[src/pwm_edge_map.vh]
/*
 * Constants of the multi-mode PWM edge engine: widths, mode codes
 * and reset values.
 * Assumes it is included by bare name from the design files.
 */
`ifndef PWM_EDGE_MAP_VH
`define PWM_EDGE_MAP_VH

////////////////////////////////////////////////////////////////////////
// Widths
`define CNT_W         14
`define EVT_W         18
`define EVT_CNT_MSB   17
`define EVT_CNT_LSB   4
`define ADJ_W         16
`define VOLT_W        12
`define MODE_W        3

////////////////////////////////////////////////////////////////////////
// Mode select codes
`define MODE_NORMAL   3'h0
`define MODE_MULTI    3'h1
`define MODE_RESONANT 3'h2
`define MODE_TRIANG   3'h3
`define MODE_LEADING  3'h4

////////////////////////////////////////////////////////////////////////
// Reset values
`define RST_CNT       14'h0000
`define RST_MODE      3'h0
`define RST_BYTE      8'h00

`endif

[src/sync_rect_unit.v]
/*
 * Sync-rectifier on-time: ideal-diode calculation from firmware Vin/Vout
 * and the filter duty, plus a soft ramp that holds the drive off until
 * the output is nominal.
 * Assumes all inputs are on the same clock as this module.
 */
`timescale 1ns/1ps
`include "pwm_edge_map.vh"

module sync_rect_unit (
	// Clock and reset
	input  wire                 clock,
	input  wire                 reset,
	// Timing and control
	input  wire                 period_start,
	input  wire                 nominal_reached,
	input  wire                 ramp_enable,
	input  wire [7:0]           ramp_step,
	input  wire [7:0]           ramp_periods,
	// Calculation inputs
	input  wire [`VOLT_W-1:0]   vin,
	input  wire [`VOLT_W-1:0]   vout,
	input  wire [`CNT_W-1:0]    duty,
	// Results
	output reg  [`CNT_W-1:0]    on_time_q,
	output reg                  ramp_done_q
);

	reg  [`CNT_W-1:0]           ideal_q;
	reg  [7:0]                  div_q;
	reg  [25:0]                 quot;
	reg  [`CNT_W-1:0]           ideal_d;
	wire [`CNT_W:0]             step_sum;

	// Ideal on-time D*(Vin-Vout)/Vout, saturated to the counter width
	always @* begin
		quot = 26'h0000000;
		ideal_d = `RST_CNT;
		if (vout != 12'h000 && vin > vout) begin
			quot = ({12'h000, duty} * {14'h0000, vin - vout}) / {14'h0000, vout};
			ideal_d = (|quot[25:14]) ? 14'h3FFF : quot[13:0];
		end
	end

	assign step_sum = {1'b0, on_time_q} + {7'h00, ramp_step};

	// Ramp steps once per ramp_periods+1 boundaries; slow by design
	always @(posedge clock or posedge reset) begin
		if (reset) begin
			ideal_q     <= `RST_CNT;
			on_time_q   <= `RST_CNT;
			div_q       <= `RST_BYTE;
			ramp_done_q <= 1'b0;
		end else if (period_start) begin
			ideal_q <= ideal_d;
			if (!nominal_reached) begin
				on_time_q   <= `RST_CNT;
				div_q       <= `RST_BYTE;
				ramp_done_q <= 1'b0;
			end else if (!ramp_enable || on_time_q >= ideal_q) begin
				on_time_q   <= ideal_q;
				ramp_done_q <= 1'b1;
			end else if (div_q >= ramp_periods) begin
				div_q     <= `RST_BYTE;
				on_time_q <= (step_sum > {1'b0, ideal_q}) ? ideal_q : step_sum[13:0];
			end else begin
				div_q <= div_q + 8'h01;
			end
		end
	end

endmodule // sync_rect_unit

[src/multi_mode_pwm_edge_engine.v]
/*
 * Two-output PWM edge engine: period counter, mode equations for edge
 * targets, compare-driven outputs, triggers, blanking and sync-rectifier
 * on-time.
 * Assumes filter outputs and firmware settings are synchronous to clock.
 */
`timescale 1ns/1ps
`include "pwm_edge_map.vh"

module multi_mode_pwm_edge_engine (
	// Clock and reset
	input  wire                 clock,
	input  wire                 reset,
	// Timing settings
	input  wire [`CNT_W-1:0]    period_limit,
	input  wire [`CNT_W-1:0]    event1,
	input  wire [`EVT_W-1:0]    event2,
	input  wire [`EVT_W-1:0]    event3,
	input  wire [`EVT_W-1:0]    event4,
	input  wire [`ADJ_W-1:0]    cycle_adj_a,
	input  wire [`ADJ_W-1:0]    cycle_adj_b,
	input  wire [`ADJ_W-1:0]    adapt_offset,
	input  wire                 adapt_half_sel,
	input  wire [`CNT_W-1:0]    dead_time_ab,
	input  wire [`CNT_W-1:0]    dead_time_ba,
	// Fixed-point settings
	input  wire [`CNT_W-1:0]    sample_point1,
	input  wire [`CNT_W-1:0]    sample_point2,
	input  wire [`CNT_W-1:0]    blank_a_begin,
	input  wire [`CNT_W-1:0]    blank_a_end,
	input  wire [`CNT_W-1:0]    blank_b_begin,
	input  wire [`CNT_W-1:0]    blank_b_end,
	input  wire [`CNT_W-1:0]    phase_value,
	input  wire                 phase_from_duty,
	// Mode control
	input  wire [`MODE_W-1:0]   mode_select,
	input  wire                 auto_switch_en,
	input  wire [`CNT_W-1:0]    auto_thresh_mid,
	input  wire [`CNT_W-1:0]    auto_thresh_high,
	input  wire [`MODE_W-1:0]   auto_mode_mid,
	input  wire [`MODE_W-1:0]   auto_mode_high,
	// Filter outputs
	input  wire [`CNT_W-1:0]    filter_duty,
	input  wire [`CNT_W-1:0]    filter_period,
	// Sync rectifier control
	input  wire                 nominal_reached,
	input  wire                 sr_ramp_enable,
	input  wire [7:0]           sr_ramp_step,
	input  wire [7:0]           sr_ramp_periods,
	input  wire [`VOLT_W-1:0]   vin_value,
	input  wire [`VOLT_W-1:0]   vout_value,
	// Gate drive outputs
	output reg                  pwm_output_a,
	output reg                  pwm_output_b,
	output reg  [3:0]           hr_frac_b_q,
	// Triggers and windows
	output reg                  error_converter_start,
	output reg                  sample2_pulse,
	output reg                  adapt_trig_pulse,
	output reg                  phase_trig_pulse,
	output reg                  period_start_pulse,
	output reg                  blank_a,
	output reg                  blank_b,
	// Status
	output reg  [`CNT_W-1:0]    count_q,
	output reg  [`MODE_W-1:0]   mode_q,
	output wire [`CNT_W-1:0]    sr_on_time,
	output wire                 sr_ramp_done
);

	////////////////////////////////////////////////////////////////////////
	// Saturate a signed target into 0..lim
	function [`CNT_W-1:0] clampv;
		input signed [16:0]     v;
		input [`CNT_W-1:0]      lim;
		begin
			if (v < 0)
				clampv = `RST_CNT;
			else if (v > $signed({3'b000, lim}))
				clampv = lim;
			else
				clampv = v[13:0];
		end
	endfunction

	// Fold a target past the limit into the next period
	function [`CNT_W-1:0] wrapv;
		input signed [16:0]     v;
		input [`CNT_W-1:0]      lim;
		reg signed [16:0]       w;
		begin
			w = v - $signed({3'b000, lim}) - 17'sd1;
			if (v > $signed({3'b000, lim}))
				wrapv = clampv(w, lim);
			else
				wrapv = clampv(v, lim);
		end
	endfunction

	////////////////////////////////////////////////////////////////////////
	// Latched per-period state
	reg  [`CNT_W-1:0]           lim_q;
	reg  [`CNT_W-1:0]           ar_q;
	reg  [`CNT_W-1:0]           af_q;
	reg  [`CNT_W-1:0]           br_q;
	reg  [`CNT_W-1:0]           bf_q;
	reg  [`CNT_W-1:0]           ad_q;
	reg  [`CNT_W-1:0]           ph_q;
	reg                         a_en_q;
	reg                         ad_en_q;

	// Next-period computation
	reg  [`MODE_W-1:0]          mode_n;
	reg  [`CNT_W-1:0]           lim_n;
	reg  signed [16:0]          ar;
	reg  signed [16:0]          af;
	reg  signed [16:0]          br;
	reg  signed [16:0]          bf;
	reg  signed [16:0]          ad;
	reg                         a_en;
	reg                         ad_en;
	reg                         b_wrap;
	reg  [`CNT_W-1:0]           ar_t;
	reg  [`CNT_W-1:0]           af_t;
	reg  [`CNT_W-1:0]           br_t;
	reg  [`CNT_W-1:0]           bf_t;
	reg  [`CNT_W-1:0]           ad_t;
	reg  [`CNT_W-1:0]           ph_t;

	wire                        wrap = (count_q >= lim_q);

	////////////////////////////////////////////////////////////////////////
	// Operand extension; events 2-4 compare on their whole-cycle field
	wire signed [16:0] e1_s  = {3'b000, event1};
	wire signed [16:0] e2_s  = {3'b000, event2[`EVT_CNT_MSB:`EVT_CNT_LSB]};
	wire signed [16:0] e3_s  = {3'b000, event3[`EVT_CNT_MSB:`EVT_CNT_LSB]};
	wire signed [16:0] e4_s  = {3'b000, event4[`EVT_CNT_MSB:`EVT_CNT_LSB]};
	wire signed [16:0] du_s  = {3'b000, filter_duty};
	wire signed [16:0] hd_s  = {4'b0000, filter_duty[13:1]};
	wire signed [16:0] caa_s = {cycle_adj_a[15], cycle_adj_a};
	wire signed [16:0] cab_s = {cycle_adj_b[15], cycle_adj_b};
	wire signed [16:0] ofs_s = {adapt_offset[15], adapt_offset};
	wire signed [16:0] hp_s  = {4'b0000, lim_n[13:1]};
	wire signed [16:0] dab_s = {3'b000, dead_time_ab};
	wire        [14:0] dsum  = {1'b0, dead_time_ab} + {1'b0, dead_time_ba};
	wire signed [16:0] ton_s = du_s - {3'b000, dsum[14:1]};

	////////////////////////////////////////////////////////////////////////
	// Mode choice: auto switching picks by filter duty level
	always @* begin
		mode_n = mode_select;
		if (auto_switch_en) begin
			if (filter_duty > auto_thresh_high)
				mode_n = auto_mode_high;
			else if (filter_duty > auto_thresh_mid)
				mode_n = auto_mode_mid;
		end
		// Resonant period tracks the filter, which runs it at twice duty
		lim_n = (mode_n == `MODE_RESONANT) ? filter_period : period_limit;
	end

	////////////////////////////////////////////////////////////////////////
	// Edge equations per mode
	always @* begin
		a_en   = 1'b1;
		ad_en  = 1'b1;
		b_wrap = 1'b0;
		ar     = e1_s;
		af     = e1_s + du_s + caa_s;
		br     = af + (e3_s - e2_s);
		bf     = e4_s;
		ad     = adapt_half_sel ? (e1_s + hd_s + ofs_s) : (e1_s + du_s + ofs_s);
		case (mode_n)
			`MODE_NORMAL: begin
				// Cycle adjust B takes no part here
				af = e1_s + du_s + caa_s;
				br = af + (e3_s - e2_s);
				bf = e4_s;
			end
			`MODE_MULTI: begin
				br     = e3_s;
				bf     = e3_s + du_s + cab_s;
				b_wrap = 1'b1;
			end
			`MODE_RESONANT: begin
				ad_en = 1'b0;
				ar    = e1_s;
				af    = e1_s + ton_s;
				br    = af + dab_s;
				bf    = br + ton_s;
				b_wrap = 1'b1;
			end
			`MODE_TRIANG: begin
				a_en  = 1'b0;
				ad_en = 1'b0;
				br    = hp_s - hd_s + caa_s;
				bf    = hp_s + hd_s + cab_s;
			end
			`MODE_LEADING: begin
				af = e1_s;
				ar = e1_s - du_s + caa_s;
				br = e4_s;
				bf = e1_s - du_s + caa_s - (e2_s - e3_s);
				ad = adapt_half_sel ? (e1_s - hd_s + ofs_s) : (e1_s - du_s + ofs_s);
			end
			default: begin
				a_en = 1'b1;
			end
		endcase
		ar_t = clampv(ar, lim_n);
		af_t = clampv(af, lim_n);
		br_t = clampv(br, lim_n);
		bf_t = b_wrap ? wrapv(bf, lim_n) : clampv(bf, lim_n);
		ad_t = clampv(ad, lim_n);
		// Phase source is either a fixed value or the live duty
		ph_t = phase_from_duty ? filter_duty : phase_value;
		if (ph_t > lim_n)
			ph_t = lim_n;
	end

	////////////////////////////////////////////////////////////////////////
	// Period counter and boundary latch; avoids mid-period target tearing
	always @(posedge clock or posedge reset) begin
		if (reset) begin
			count_q <= `RST_CNT;
			lim_q   <= `RST_CNT;
			mode_q  <= `RST_MODE;
			ar_q    <= `RST_CNT;
			af_q    <= `RST_CNT;
			br_q    <= `RST_CNT;
			bf_q    <= `RST_CNT;
			ad_q    <= `RST_CNT;
			ph_q    <= `RST_CNT;
			a_en_q  <= 1'b0;
			ad_en_q <= 1'b0;
			hr_frac_b_q <= 4'h0;
		end else if (wrap) begin
			count_q <= `RST_CNT;
			lim_q   <= lim_n;
			mode_q  <= mode_n;
			ar_q    <= ar_t;
			af_q    <= af_t;
			br_q    <= br_t;
			bf_q    <= bf_t;
			ad_q    <= ad_t;
			ph_q    <= ph_t;
			a_en_q  <= a_en;
			ad_en_q <= ad_en;
			// Fine fraction of event4 (B fall in normal mode, B rise in leading mode), for the delay line
			hr_frac_b_q <= event4[3:0];
		end else begin
			count_q <= count_q + 14'h0001;
		end
	end

	////////////////////////////////////////////////////////////////////////
	// Gate outputs: set/clear on compare, one clock after the match
	always @(posedge clock or posedge reset) begin
		if (reset) begin
			pwm_output_a <= 1'b0;
			pwm_output_b <= 1'b0;
		end else begin
			// A never carries over the boundary
			if (!a_en_q || wrap)
				pwm_output_a <= 1'b0;
			else if (count_q == ar_q && ar_q != af_q)
				pwm_output_a <= 1'b1;
			else if (count_q == af_q)
				pwm_output_a <= 1'b0;
			// Rise beats fall on a tie, so B can reach full duty
			if (count_q == br_q)
				pwm_output_b <= 1'b1;
			else if (count_q == bf_q)
				pwm_output_b <= 1'b0;
		end
	end

	////////////////////////////////////////////////////////////////////////
	// Sample triggers and blanking windows compare live inputs; adapt and phase triggers use latched targets
	always @(posedge clock or posedge reset) begin
		if (reset) begin
			error_converter_start <= 1'b0;
			sample2_pulse         <= 1'b0;
			adapt_trig_pulse      <= 1'b0;
			phase_trig_pulse      <= 1'b0;
			period_start_pulse    <= 1'b0;
			blank_a               <= 1'b0;
			blank_b               <= 1'b0;
		end else begin
			error_converter_start <= (count_q == sample_point1);
			sample2_pulse         <= (count_q == sample_point2);
			adapt_trig_pulse      <= ad_en_q && (count_q == ad_q);
			phase_trig_pulse      <= (count_q == ph_q);
			period_start_pulse    <= wrap;
			if (count_q == blank_a_begin)
				blank_a <= 1'b1;
			else if (count_q == blank_a_end)
				blank_a <= 1'b0;
			if (count_q == blank_b_begin)
				blank_b <= 1'b1;
			else if (count_q == blank_b_end)
				blank_b <= 1'b0;
		end
	end

	////////////////////////////////////////////////////////////////////////
	// Sync rectifier on-time
	sync_rect_unit u_sync_rect (
		.clock           (clock),
		.reset           (reset),
		.period_start    (wrap),
		.nominal_reached (nominal_reached),
		.ramp_enable     (sr_ramp_enable),
		.ramp_step       (sr_ramp_step),
		.ramp_periods    (sr_ramp_periods),
		.vin             (vin_value),
		.vout            (vout_value),
		.duty            (filter_duty),
		.on_time_q       (sr_on_time),
		.ramp_done_q     (sr_ramp_done)
	);

endmodule // multi_mode_pwm_edge_engine

[config.mk]
export PLATFORM = sky130hd
export DESIGN_NAME = multi_mode_pwm_edge_engine
export DESIGN_NICKNAME = d
export VERILOG_FILES = /design/src/sync_rect_unit.v /design/src/multi_mode_pwm_edge_engine.v
export VERILOG_INCLUDE_DIRS = /design/src /design/src/src
export SDC_FILE = /design/constraint.sdc
export NUM_CORES = 2
export LEC_CHECK = 0
export BUFFER_PORTS_ARGS = -buffer_cell sky130_fd_sc_hd__buf_2
export CORE_MARGIN = 10
export CORE_UTILIZATION = 45
export CTS_BUF_LIST = sky130_fd_sc_hd__clkbuf_4
export DETAILED_ROUTE_END_ITERATION = 10
export PLACE_DENSITY = 0.67
export SLEW_MARGIN = 20
export SYNTH_ARGS = -nofsm -noshare
export SYNTH_HDL_FRONTEND = slang
export SYNTH_SLANG_ARGS = --single-unit
export TNS_END_PERCENT = 10
[constraint.sdc]
create_clock -name clock -period 4.39 [get_ports clock]
set_input_delay 0 -clock clock [delete_from_list [all_inputs] [get_ports clock]]
set_output_delay 0 -clock clock [all_outputs]
set_load 0.1 [all_outputs]
==> results_dict.tcl <==
set metrics [dict create \
    outcome "finished with violations" \
    violations "hold timing, setup timing" \
    skew_ps 32.6 \
    cpPeakStageDelay_ps 580 \
    syn-cell-area_sq_um 47600 \
    synthToLayoutAreaGrowth_pct 49.3 \
    synth_edf_count 0 \
    synth_nets 7609 \
    nets 10000 \
    ys_seq_area_frac 0.0878 \
    drt_wl_total_mm 215 \
    placement.cell_area_sq_um 65200 \
    initial_utilization 0.453 \
    crit_slowest_cell "fa_1" \
    cts_buffers 17 \
    path_common_cell "o21a_1" \
    gp_congestion 1.03 \
    timing.final.crit_share 15.0 \
    first_pass_iters 8 \
    crit_fanout 7 \
    rr_worst_depth 25 \
    tritoncts "built" \
    use_met2 0.573 \
    syn_avg_cell_area_sq_um 7.57 \
    top_usage_layer "met2" \
    fin_area_sq_um 71000 \
    synth_cell_types 120 \
    setup_ws_ps -61630 \
    holdWs_ps -22.0 \
    num_rows 119 \
    via_count 57900 \
    grt_remaining_overflow 0 \
    hold_viol_final 2 \
    clk_latency_ps 610 \
    cp-end-kind "register" \
    crit_type "in2reg" \
    cts_sinks 167 \
    min_path_type "in2reg" \
    regToRegEndpoint "u_sync_rect.on_time_q[10]$_DFFE_PP0P_" \
    cp.required_ps 4880 \
    ys_ff_latch 167 \
    grt_pass1_vias 58000 \
    dieArea_sq_um 119000 \
    min_delay_worst_endpoint "lim_q[4]$_DFFE_PP0N_" \
    grt_use_met3 0.0458 \
    grt_max_degree 120 \
    regArea_sq_um 4180 \
    finalCriticalPeriod_ps 66020 \
    path_clk_slew_ps 160 \
    grtUsageMet1 0.385 \
    core_sq_um 105000 \
    dp_hpwl_mm 164 \
    route.detailed.drc 0 \
    rsz0062_at_grt "true" \
    worstPathArrival_ps 66510 \
    h-tree-depth 4 \
    die_height_um 345 \
    max_freq_mhz 15.1 \
    grt_first_pass_wirelength_mm 320 \
    r2r-start "u_sync_rect.on_time_q[1]$_DFFE_PP0P_" \
    clk_path_buf_depth 2 \
    maxCapViolCount 0 \
    multi_input_area_sq_um 43300 \
    slew_headroom 0.367 \
    netlist_instances 6287 \
    ant_nets 0 \
    whs_path_depth 4 \
    grtUsageTotal 0.332 \
    ios 413 \
    ctsHoldBuffers 38 \
    place_inst 9661 \
    rrSetupSlack_ps -220 \
    fillerInstances 8700 \
    final_max_slew_viol_count 0 \
    synthFlopType "dfrtp_1" \
    worstHoldStart "filter_period[4]" \
    finalSetupViolCount 113 \
    portBuffers 404 \
    instances_no_fill 10100 \
    synthArstFlopShare 1.00 \
    root_buffer "clkbuf_4" \
    post_drt_wl_per_cell_um 21.2 \
    die_w_um 345 \
    worstSetupStartpointType "primary input" \
    worst_pin_slew_ps 950 \
    layout-drive-gt1-share 0.368 \
    yosys_warnings 0 \
    via_per_inst 5.71 \
    drt_first_iter_violations 4158 \
    antenna_found_initial 13 \
]
worst max-delay path by stage:
stage                     slack (ps)          start                                 end  cells after the start
final                         -61630  vout_value[1]  u_sync_rect.ideal_q[0]$_DFFE_PP0N_                    369
after global routing          -64390  vout_value[1]  u_sync_rect.ideal_q[0]$_DFFE_PP0N_                    367
after CTS                     -58930  vout_value[1]  u_sync_rect.ideal_q[0]$_DFFE_PP0N_                    365
after detailed placement      -61350  vout_value[1]  u_sync_rect.ideal_q[0]$_DFFE_PP0N_                    357
after global placement        -59410  vout_value[1]  u_sync_rect.ideal_q[0]$_DFFE_PP0N_                    350
after floorplan               -63290  vout_value[1]  u_sync_rect.ideal_q[0]$_DFFE_PP0N_                    395
synthesized netlist by cell type, drive strengths merged, types with 7 or more instances:
cell type / number / area [sq um]
ha: 810 / 10100
nand2: 530 / 1990
inv: 526 / 1970
a21oi: 525 / 2650
nor2: 521 / 1960
o21ai: 397 / 1990
xnor2: 381 / 3340
xor2: 225 / 1980
a21o: 185 / 1390
nor3: 180 / 932
clkbuf: 167 / 631
dfrtp: 167 / 4180
o21a: 165 / 1240
fa: 144 / 2880
nand2b: 104 / 651
o21bai: 104 / 781
mux2i: 94 / 941
o31ai: 90 / 713
and2: 89 / 558
nand4: 88 / 578
nand3: 82 / 415
nor2b: 76 / 475
mux2: 66 / 747
o211ai: 59 / 443
a22oi: 55 / 428
buf: 49 / 231
or3: 36 / 225
or2: 34 / 213
nor4: 33 / 236
a31oi: 31 / 225
o22ai: 29 / 188
and3: 23 / 154
a221oi: 20 / 181
a211oi: 16 / 138
a21boi: 14 / 105
o211a: 13 / 145
a22o: 12 / 106
and4: 10 / 88.8
nand3b: 10 / 75.1
o221ai: 8 / 70.1
a2111oi: 7 / 80.1
a211o: 7 / 61.3
a31o: 7 / 61.3
or4: 7 / 56.3
kinds of logic after synthesis:
group	Yosys count	share of synthesized area
fa+ha+maj	954	0.274
compound gates	1816	0.247
mux	161	0.0359
buf+inv	742	0.0596
simple gates	1841	0.185
xor+xnor	606	0.112
flops	167	0.0878
metrics by stage:
step | util | TNS, ps | setup slack, ps
after floorplan | - | -840750 | -63290
after global placement | 0.621 | -882230 | -59410
after detailed placement | 0.621 | -908170 | -61350
after CTS | 0.657 | -788380 | -58930
after global routing | 0.676 | -900720 | -64390
final | 0.676 | -828360 | -61630
area by class of cell:
class	instances	area share
multi-input combinational	5378	0.610
timing repair buffer	2636	0.274
sequential	167	0.0588
inverter	526	0.0281
tap	1391	0.0245
clock inverter	15	0.00215
clock buffer	17	0.00180
antenna	6	0.000211
critical path, delay by kind of cell:
family,cells,cell delay (ps)
adder cells (fa/ha/maj),32,9750
buffers and inverters,48,6120
AND/OR/NAND/NOR,82,12950
AO/OA/AOI/OAI,198,35110
multiplexers,7,2020
XOR/XNOR,2,300
layout by cell type (no fill, tap or decap), types with 54 or more instances in the layout:
cell type / instances
buf_2: 403
o21bai_1: 98
buf_6: 61
buf_4: 2099
nand2_1: 499
o211ai_1: 59
o21a_1: 162
xor2_1: 223
nand4_1: 85
ha_1: 748
nand2b_1: 101
mux2i_1: 77
o31ai_1: 66
mux2_2: 54
a21o_1: 185
a21oi_1: 442
fa_1: 137
nor3_1: 164
a21oi_2: 64
nor2b_1: 70
o21ai_0: 321
xnor2_1: 376
nand3_1: 74
and2_1: 75
nor2_1: 474
inv_1: 504
dfrtp_1: 167
repair_timing:
action / CTS / global route
resized for setup: 245 / 235
endpoints found under the hold margin: 138 / 2
pin swaps: 198 / 223
setup buffers: 281 / 132
cloned: 2 / 1
setup endpoints to repair: 103 / 116
routing by layer:
metal / vias up / part of all wire
met5: - / 0.00024
li1: 27200 / -
met2: 2598 / 0.46
met3: 922 / 0.072
met1: 27200 / 0.38
met4: 8 / 0.081
Power is not shown: default switching activity piles up to over one toggle a cycle in this logic, so the estimate is an artifact.
